[config.mk]
export PLATFORM = sky130hd
export DESIGN_NAME = fsr_host
export DESIGN_NICKNAME = d
export VERILOG_FILES = /design/src/fsr_pkg.sv /design/src/fsr_host.sv
export SDC_FILE = /design/constraint.sdc
export NUM_CORES = 1
export LEC_CHECK = 0
export BUFFER_PORTS_ARGS = -buffer_cell sky130_fd_sc_hd__buf_4
export CELL_PAD_IN_SITES_DETAIL_PLACEMENT = 1
export CELL_PAD_IN_SITES_GLOBAL_PLACEMENT = 2
export CORE_MARGIN = 5
export CORE_UTILIZATION = 30
export CTS_CLUSTER_DIAMETER = 150
export CTS_CLUSTER_SIZE = 10
export DETAILED_ROUTE_END_ITERATION = 12
export PLACE_DENSITY_LB_ADDON = 0.2
export SLEW_MARGIN = 15
export SYNTH_ARGS = -nofsm -noshare
export SYNTH_HDL_FRONTEND = slang
export SYNTH_SLANG_ARGS = --single-unit
export TNS_END_PERCENT = 10
[constraint.sdc]
create_clock -name clk_i -period 2.9 [get_ports clk_i]
set_input_delay 0.435 -clock clk_i [delete_from_list [all_inputs] [get_ports clk_i]]
set_output_delay 0.435 -clock clk_i [all_outputs]
set_load 0.01 [all_outputs]
[src/fsr_pkg.sv]
package fsr_pkg;
  // =====================================================
  // status byte field positions
  localparam int BIT_READY = 7;
  localparam int BIT_ERS_SUSP = 6;
  localparam int BIT_ERS_ERR = 5;
  localparam int BIT_PRG_ERR = 4;
  localparam int BIT_PEN_ERR = 3;
  localparam int BIT_PRG_SUSP = 2;
  localparam int BIT_PROT_ERR = 1;
  localparam logic [7:0] ERR_MASK = 8'h3A;
  localparam logic [7:0] RSVD_MASK = 8'hFE;

  // =====================================================
  // flash command codes issued on the data lines
  localparam logic [7:0] CMD_READ_STATUS = 8'h70;
  localparam logic [7:0] CMD_CLEAR_STATUS = 8'h50;

  // =====================================================
  // controller register map (byte offsets, compared with wb_adr_i[3:0])
  localparam logic [3:0] OFS_CTRL = 4'h0;
  localparam logic [3:0] OFS_ADDR = 4'h4;
  localparam logic [3:0] OFS_DATA = 4'h8;
  localparam logic [3:0] OFS_STAT = 4'hC;
  // ctrl bits: 0 go, 1 write-cycle, 2 poll-until-ready, 3 clear-status
  localparam int CTRL_GO = 0;
  localparam int CTRL_WR = 1;
  localparam int CTRL_POLL = 2;
  localparam int CTRL_CLR = 3;

  // =====================================================
  // bus cycle timing
  localparam int T_STROBE_NS = 120;
  localparam int CLK_NS = 40;
  localparam logic [3:0] STROBE_CYC = 4'((T_STROBE_NS + CLK_NS - 1) / CLK_NS);
  localparam logic [23:0] RESET_ADDR = 24'h00_0000;

  // =====================================================
  // flash pin group
  typedef struct packed {
    logic ce_n;
    logic oe_n;
    logic we_n;
    logic [23:0] addr;
  } fsr_pins_t;
endpackage

[src/fsr_host.sv]
// The register addresses and register access over Wishbone are this design's own decisions.
`timescale 1ns/100ps
// Functional notes
// - read status at previous operation address
// - poll bit 7, then check errors
// - clear errors before new operations
// - mask reserved bit 0
module fsr_host (
  input wire logic clk_i,
  input wire logic rst_i,
  input wire logic [31:0] wb_adr_i,
  input wire logic [31:0] wb_dat_i,
  output logic [31:0] wb_dat_o,
  input wire logic wb_we_i,
  input wire logic [3:0] wb_sel_i,
  input wire logic wb_cyc_i,
  input wire logic wb_stb_i,
  output logic wb_ack_o,
  output fsr_pkg::fsr_pins_t flash_o,
  input wire logic [7:0] low_data_byte_lines_i,
  output logic [7:0] low_data_byte_lines_o,
  output logic low_data_byte_lines_oe_o
);
  typedef enum logic [2:0] {S_IDLE, S_SETUP, S_STROBE, S_GAP, S_CLR} fsr_state_t;

  fsr_state_t state_reg;
  logic [23:0] addr_reg;
  logic [7:0] wdata_reg;
  logic [7:0] status_reg;
  logic [7:0] err_reg;
  logic wr_reg, poll_reg, clr_reg, busy_reg, done_reg;
  logic clr_cyc_reg;
  logic [3:0] cnt_reg;
  logic ack_reg;
  logic [31:0] rdata_reg;
  fsr_pkg::fsr_pins_t pins_reg;
  logic [7:0] dq_reg;
  logic dq_oe_reg;

  // decode for a register offset, used by the write and go paths; the read mux decodes wb_adr_i[3:0] itself
  function automatic logic hit(input logic [31:0] a, input logic [3:0] ofs);
    hit = (a[3:0] == ofs);
  endfunction

  wire wb_req = wb_cyc_i && wb_stb_i && !ack_reg;
  wire wb_wr = wb_req && wb_we_i && wb_sel_i[0];
  wire start = wb_wr && hit(wb_adr_i, fsr_pkg::OFS_CTRL) && wb_dat_i[fsr_pkg::CTRL_GO]
               && !busy_reg;
  wire sample = (state_reg == S_STROBE) && (cnt_reg == 4'h1) && !wr_reg;
  // reserved bit masked off the captured byte
  wire [7:0] rd_byte = low_data_byte_lines_i & fsr_pkg::RSVD_MASK;

  // =====================================================
  // wishbone slave: one-cycle ack
  always_ff @(posedge clk_i) begin
    if (rst_i) begin
      ack_reg <= 1'b0;
    end else begin
      ack_reg <= wb_req;
    end
  end

  // read mux
  always_ff @(posedge clk_i) begin
    if (rst_i) begin
      rdata_reg <= 32'h0000_0000;
    end else if (wb_req) begin
      unique case (wb_adr_i[3:0])
        fsr_pkg::OFS_CTRL: rdata_reg <= {28'h000_0000, clr_reg, poll_reg, wr_reg, busy_reg};
        fsr_pkg::OFS_ADDR: rdata_reg <= {8'h00, addr_reg};
        fsr_pkg::OFS_DATA: rdata_reg <= {24'h00_0000, wdata_reg};
        fsr_pkg::OFS_STAT: rdata_reg <= {16'h0000, err_reg, status_reg};
        default: rdata_reg <= 32'h0000_0000;
      endcase
    end
  end

  // address and data registers; address is kept for status reads
  always_ff @(posedge clk_i) begin
    if (rst_i) begin
      addr_reg <= fsr_pkg::RESET_ADDR;
      wdata_reg <= 8'h00;
    end else if (wb_wr && !busy_reg) begin
      if (hit(wb_adr_i, fsr_pkg::OFS_ADDR)) addr_reg <= wb_dat_i[23:0];
      if (hit(wb_adr_i, fsr_pkg::OFS_DATA)) wdata_reg <= wb_dat_i[7:0];
    end
  end

  // =====================================================
  // flash bus cycle sequencer
  always_ff @(posedge clk_i) begin
    if (rst_i) begin
      state_reg <= S_IDLE;
      cnt_reg <= 4'h0;
      wr_reg <= 1'b0;
      poll_reg <= 1'b0;
      clr_reg <= 1'b0;
      busy_reg <= 1'b0;
      done_reg <= 1'b0;
      clr_cyc_reg <= 1'b0;
    end else begin
      unique case (state_reg)
        S_IDLE: begin
          if (start) begin
            wr_reg <= wb_dat_i[fsr_pkg::CTRL_WR];
            poll_reg <= wb_dat_i[fsr_pkg::CTRL_POLL];
            clr_reg <= wb_dat_i[fsr_pkg::CTRL_CLR];
            busy_reg <= 1'b1;
            done_reg <= 1'b0;
            clr_cyc_reg <= 1'b0;
            state_reg <= S_SETUP;
          end
        end
        S_SETUP: begin
          cnt_reg <= fsr_pkg::STROBE_CYC;
          state_reg <= S_STROBE;
        end
        S_STROBE: begin
          cnt_reg <= cnt_reg - 4'h1;
          if (cnt_reg == 4'h1) state_reg <= S_GAP;
        end
        S_GAP: begin
          // each poll re-strobes output enable for a fresh value
          if (!wr_reg && poll_reg && !status_reg[fsr_pkg::BIT_READY]) begin
            state_reg <= S_SETUP;
          end else if (clr_reg) begin
            // clear errors after the operation, before the next one
            wr_reg <= 1'b1;
            clr_reg <= 1'b0;
            clr_cyc_reg <= 1'b1; // held until the next go
            state_reg <= S_CLR;
          end else begin
            busy_reg <= 1'b0;
            done_reg <= 1'b1;
            state_reg <= S_IDLE;
          end
        end
        S_CLR: state_reg <= S_SETUP;
      endcase
    end
  end

  // pin drive: chip select low in setup and strobe, read strobe for the whole strobe phase, write strobe for all but its last cycle
  always_ff @(posedge clk_i) begin
    if (rst_i) begin
      pins_reg <= '{ce_n: 1'b1, oe_n: 1'b1, we_n: 1'b1, addr: fsr_pkg::RESET_ADDR};
      dq_reg <= 8'h00;
      dq_oe_reg <= 1'b0;
    end else begin
      pins_reg.addr <= addr_reg;
      pins_reg.ce_n <= !(state_reg == S_SETUP || state_reg == S_STROBE);
      pins_reg.oe_n <= !(state_reg == S_STROBE && !wr_reg);
      pins_reg.we_n <= !(state_reg == S_STROBE && wr_reg && cnt_reg != 4'h1);
      dq_oe_reg <= wr_reg && (state_reg == S_SETUP || state_reg == S_STROBE);
      // clear cycle sends the clear code, every other write the data byte
      dq_reg <= clr_cyc_reg ? fsr_pkg::CMD_CLEAR_STATUS : wdata_reg;
    end
  end

  // status capture; error bits only meaningful once ready
  always_ff @(posedge clk_i) begin
    if (rst_i) begin
      status_reg <= 8'h00;
      err_reg <= 8'h00;
    end else if (sample) begin
      status_reg <= rd_byte;
      if (rd_byte[fsr_pkg::BIT_READY]) begin
        err_reg <= rd_byte & fsr_pkg::ERR_MASK;
      end
    end
  end

  assign wb_ack_o = ack_reg;
  assign wb_dat_o = rdata_reg;
  assign flash_o = pins_reg;
  assign low_data_byte_lines_o = dq_reg;
  assign low_data_byte_lines_oe_o = dq_oe_reg;

  // =====================================================
  // checks
  a_ack_one_cycle: assert property (@(posedge clk_i) disable iff (rst_i)
    wb_ack_o |=> !wb_ack_o) else $error("ack held two cycles");
  a_oe_drive_excl: assert property (@(posedge clk_i) disable iff (rst_i)
    !(low_data_byte_lines_oe_o && !flash_o.oe_n)) else $error("bus contention");
  a_err_after_ready: assert property (@(posedge clk_i) disable iff (rst_i)
    $changed(err_reg) |-> status_reg[fsr_pkg::BIT_READY]) else $error("errors taken while busy");
  a_rsvd_low: assert property (@(posedge clk_i) disable iff (rst_i)
    !status_reg[0]) else $error("reserved bit kept");
  a_poll_restrobe: assert property (@(posedge clk_i) disable iff (rst_i)
    (state_reg == S_GAP && poll_reg && !wr_reg && !status_reg[fsr_pkg::BIT_READY])
    |=> state_reg == S_SETUP ##1 state_reg == S_STROBE) else $error("poll not repeated");
  a_oe_width: assert property (@(posedge clk_i) disable iff (rst_i)
    $fell(flash_o.oe_n) |-> !flash_o.oe_n [*3]) else $error("read strobe short");
  a_ce_with_oe: assert property (@(posedge clk_i) disable iff (rst_i)
    !flash_o.oe_n |-> !flash_o.ce_n) else $error("oe without select");
  a_done_idle: assert property (@(posedge clk_i) disable iff (rst_i)
    $rose(done_reg) |-> !busy_reg && state_reg == S_IDLE) else $error("done while busy");
  a_clr_code: assert property (@(posedge clk_i) disable iff (rst_i)
    (clr_cyc_reg && !flash_o.we_n) |-> low_data_byte_lines_o == fsr_pkg::CMD_CLEAR_STATUS)
    else $error("clear code not driven");
  a_addr_stable: assert property (@(posedge clk_i) disable iff (rst_i)
    !flash_o.ce_n |-> $stable(flash_o.addr)) else $error("address moved in cycle");
  a_sample_in_oe: assert property (@(posedge clk_i) disable iff (rst_i)
    sample |-> !flash_o.oe_n && !flash_o.ce_n) else $error("status taken outside read");
  a_we_data_drive: assert property (@(posedge clk_i) disable iff (rst_i)
    !flash_o.we_n |-> low_data_byte_lines_oe_o) else $error("write strobe undriven");
endmodule

# Word-level counts from Yosys, hierarchy flattened
# Index checks and enable logic that the tools add are counted.
# classes
add_sub_neg,1
eq_ne,14
n_mux,21
n_reduce_logical,37
# op_table
op,count
case mux 24 bit (4 select lines),1
logical AND 1 bit,16
case mux 3 bit (5 select lines),1
2-to-1 mux 3 bit,4
AND reduction 2 bit,5
2-to-1 mux 1 bit,9
"equality test 4 bit, second input constant",2
"!= test 2 bit, second input constant",4
case mux 1 bit (2 select lines),4
case mux 4 bit (2 select lines),1
AND reduction 4 bit,2
zero test 1 bit,7
2-to-1 mux 7 bit,1
"equality test 3 x 2 -> 1 bit, second input constant",2
"equality test 4 x 1 -> 1 bit, second input constant",1
"equality test 4 x 3 -> 1 bit, second input constant",1
zero test 4 bit,1
"!= test 4 x 1 -> 1 bit, second input constant",1
nonzero test 2 bit,2
"subtractor 4 x 1 -> 4 bit, second input constant",1
"equality test 3 x 1 -> 1 bit, second input constant",1
"equality test 3 bit, second input constant",1
zero test 3 bit,1
AND reduction 3 bit,1
other kinds (3),3
# word_totals
reg_bits,124
inputBits,81
output_inout_bits,69
elab_cells,93

# Longest topological paths before layout
# logic_depth
word_depth,9
depth_mapped,7
mapped_depth_nobuf,6

# Worst setup path after synthesis
# OpenSTA, ideal clock, no wires.
# synth_timing
path_kind,register -> register
startpoint,register cnt_reg[1]
endpoint,register err_reg[1]
setup_time_ps,128
arrival_ps,1704
required_ps,2772
path_slack_ps,1068
path_stages_with_launch,7
n_path_buf,0
period_less_slack_ps,1832
cell_sequence,dfxtp_1 inv_1 ha_1 nor3b_1 nand3_1 mux2i_1 nor2_1
# synth_via
elab_chain_cells,4
# synth_lines
item,line_no,text
"start, declared",fsr_host.sv:33,logic [3:0] cnt_reg;
"start signal, assigned",fsr_host.sv:115,cnt_reg <= fsr_pkg::STROBE_CYC;
"start signal, assigned",fsr_host.sv:119,cnt_reg <= cnt_reg - 4'h1;
equality test 4 x 1 -> 1 bit,fsr_host.sv:49,wire sample = (state_reg == S_STROBE) && (cnt_reg == 4'h1) && !wr_reg;
logical AND 1 bit (2 in series),fsr_host.sv:49,
AND reduction 2 bit (no source line),--,
"end signal, assigned",fsr_host.sv:168,err_reg <= rd_byte & fsr_pkg::ERR_MASK;
"end, declared",fsr_host.sv:30,logic [7:0] err_reg;
# Every way passes these cells.
# A chain may end at the register's enable or synchronous reset.

# Final worst setup path
# layout_timing
startpoint,"register ack_reg, in the netlist wb_ack_o"
endpoint,"register rdata_reg[5], in the netlist wb_dat_o[5]"
# layout_via
elab_chain_cells,2
# layout_lines
item,line_no,text
"start, declared",fsr_host.sv:34,logic ack_reg;
"start signal, assigned",fsr_host.sv:59,ack_reg <= wb_req;
zero test 1 bit,fsr_host.sv:45,wire wb_req = wb_cyc_i && wb_stb_i && !ack_reg;
logical AND 1 bit,fsr_host.sv:45,
"end signal, assigned",fsr_host.sv:69,"fsr_pkg::OFS_CTRL: rdata_reg <= {28'h000_0000, clr_reg, poll_reg, wr_reg, busy_reg};"
"end signal, assigned",fsr_host.sv:70,"fsr_pkg::OFS_ADDR: rdata_reg <= {8'h00, addr_reg};"
"end signal, assigned",fsr_host.sv:71,"fsr_pkg::OFS_DATA: rdata_reg <= {24'h00_0000, wdata_reg};"
"end, declared",fsr_host.sv:35,logic [31:0] rdata_reg;
# Every way passes these cells.

==> run_results.csv <==
group,metric,value,unit
critical_path,r2r-start,"wb_ack_o",
sta,slew_headroom,44.7,%
logic_synthesis,syn_avg_cell_area,9.10,sq um
logic_synthesis,yosys.area_share.adder,0.590,%
sta,worstMarginPinSlew,0.829,ns
clocking,h-tree-depth,4,
clocking,hold_buffers,0,
route,drt_iter0_drc,151,
placed_design,dp_worst_setup_slack,0.679,ns
clocking,cts_buffers,17,
critical_path,crit_buf_inv,0,
route,drt_wl_total,12400,um
power_and_ir_drop,total_leakage_power,0.00227,uW
cells_and_area,fin_nets,646,
logic_synthesis,yosys_warnings,0,
grt,grt_use_total,15.2,%
clocking,cts_resized,0,
die,core-area,13900,sq um
critical_path,max_stage_delay,0.72,ns
grt,antenna_found_initial,0,
run,maxCapViolCount,0,
critical_path,path_max_fanout,13,
sta,timing.hold.ws,0.266,ns
logic_synthesis,async_flop_share,0,%
cells_and_area,drive_above_1_share,25.2,%
logic_synthesis,ys_dominant_reg_cell,"dfxtp_1",
hold_path,min_from,"wb_dat_i[14]",
critical_path,path_cells,"nand3b_1 -> or4_1 -> nor3_2 -> a221o_1",
sta,finalCriticalPeriod,1.95,ns
route,remaining_drc_errors,0,
logic_synthesis,synthSimpleGateAreaFrac,23.2,%
clocking,cts_root_buf,"clkbuf_16",
grt,grt_start_max_net_pins,81,
critical_path,path_class,"reg2reg",
cells_and_area,syn2layout_area_growth,34.5,%
placed_design,place_inst,724,
cells_and_area,diodes,0,
outcome,status,"finished, final reports clean",
critical_path,cpLargestDelayFamily,"simple AND/OR/NAND/NOR gates",
logic_synthesis,yosysSeqAreaShare,54.7,%
sta,tns,0,ns
logic_synthesis,synthMuxAreaShare,4.25,%
hold_path,hold_class,"in2reg",
placed_design,place.gp.congestion,0.729,
hold_path,holdPathStages,3,
critical_path,cp.arrival,2.30,ns
logic_synthesis,syn_inst,466,
grt,grt_first_pass_wirelength,19400,um
grt,overflow,0,
clocking,cts_tree,"done",
sta,timing_hold_violations_final,0,
route,wl_per_cell,16.5,um
sta,rsz0062_at_grt,"false",
cells_and_area,layout_commonest_cell,"dfxtp_1",
clocking,postCtsSetupBuffers,0,
hold_path,hold_path_end,"addr_reg[14]",
die,rows,43,
critical_path,setup.worst_path.end_class,"flop",
clocking,clkTransAtPathRegs,0.05,ns
critical_path,reg2reg_to,"wb_dat_o[5]",
logic_synthesis,synth_top_family_by_area,"simple AND/OR/NAND/NOR gates",
critical_path,slowest_stage,"or4_1",
clocking,insertion_delay,0.41,ns
die,die_area,16600,sq um
route,dr_total_vias,3570,
cells_and_area,largest_reg_flops,27,
sta,setup_ws,0.954,ns
placed_design,post_dp_cell_area,5130,sq um
die,start_util,30.6,%
critical_path,reg2reg_slack,0.95,ns
logic_synthesis,synth-compound-area-share,11.9,%
placed_design,portBuffers,101,
placed_design,dp_hpwl,8510,um
logic_synthesis,synthXorXnorAreaFrac,0.206,%
critical_path,reg2reg_depth,4,
power_and_ir_drop,p_per_area,660,nW/um^2
critical_path,required,3.26,ns
die,die_w,129,um
logic_synthesis,synth_top_cell_by_area,"dfxtp_1",
route,drt-vias-per-instance,4.72,
die,pin_count,150,
sta,fmax,0.514,GHz
grt,grt_pass1_vias,3672,
sta,worst_clock_skew,0.00682,ns
logic_synthesis,synth_edf_count,0,
cells_and_area,finish.instance_area,5710,sq um
clocking,cts_num_sinks,116,
route,drtPass1Iterations,4,
sta,slew_violations,0,
critical_path,startpoint_type,"flop",
logic_synthesis,yosys_register_bits,116,
route,ant_nets,0,
sta,setup_viol,0,
sta,fin_crit_sh,67.1,%
power_and_ir_drop,max-vdd-ir-drop,0.323,mV
cells_and_area,layout_common_cells,"dfxtp_1, buf_4, nand2_1",
logic_synthesis,yosys.area.top_type_share,54.7,%
logic_synthesis,yosys-top-cells-area,"dfxtp_1, nand2_1, a21oi_1",
cells_and_area,instances_no_fill,756,
die,die_y,129,um
logic_synthesis,ys_types,45,
clocking,clk_path_buf_depth,2,
logic_synthesis,syn_area,4240,sq um
## area by class of cell
type	count	area [sq um]
fill	1606	8170
clock buffer	22	474
timing repair buffer	109	818
multi-input combinational	312	1740
inverter	7	26.3
tap	180	225
clock inverter	10	105
sequential	116	2320
## worst max path at each step
| stage | startpoint | end | slack, ns | depth (start not counted) |
|---|---|---|---|---|
| after floorplan | cnt_reg[1] | err_reg[1] | 1.07 | 6 |
| after global placement | wb_adr_i[1] | wdata_reg[4] | 0.71 | 5 |
| after detailed placement | wb_adr_i[1] | wdata_reg[2] | 0.68 | 5 |
| after CTS | wb_ack_o | wb_dat_o[5] | 0.92 | 4 |
| after global routing | wb_ack_o | wb_dat_o[6] | 0.82 | 4 |
| final | wb_ack_o | wb_dat_o[5] | 0.95 | 4 |
## cells by family after synthesis
family                     count (synthesis)
xor gates and xnor gates                   1
buffers and inverters                     45
and+or+nand+nor                          197
muxes                                     18
adders and majority gates                  2
DFF                                      116
other                                      1
AOI/OAI and AO/OA                         86
## worst register-to-register path: stages, from the launching register on
cell and delay, ns:
dfxtp_1 0.31, nand3b_1 0.28, or4_1 0.72, nor3_2 0.37, a221o_1 0.20
## cell usage after synthesis (3+ instances only)
master	n
dfxtp_1	116
nand2_1	77
a21oi_1	50
nor2_1	36
clkbuf_1	25
nor2b_1	25
nand3_1	21
mux2i_1	18
o21ai_0	13
a22oi_1	9
and2_1	8
buf_4	8
nor3_1	7
inv_1	6
a221o_1	4
a221oi_1	3
buf_2	3
nand3b_1	3
nor4_1	3
## through the flow
stage | total power, uW | utilization [%]
floorplan | 1700 | -
global placement | 1760 | 36.9
detailed placement | 1760 | 36.9
CTS | 3820 | 41.1
global route | 3910 | 41.1
finish | 3760 | 41.1
## routing by layer
layer  track usage, %  vias to the layer above  part of all wire, %
met4             5.00                        0                  1.3
met3             5.35                       13                  5.3
met5                0                        -                    0
met2             25.3                       83                   49
li1                 -                     1761                    -
met1             18.4                     1713                   44
## power by group
group,internal (uW),switching [uW]
sequential,1600,1.92
clock,1320,717
combinational,49.7,77.3
Note: power is estimated with default switching activity, not from simulation.
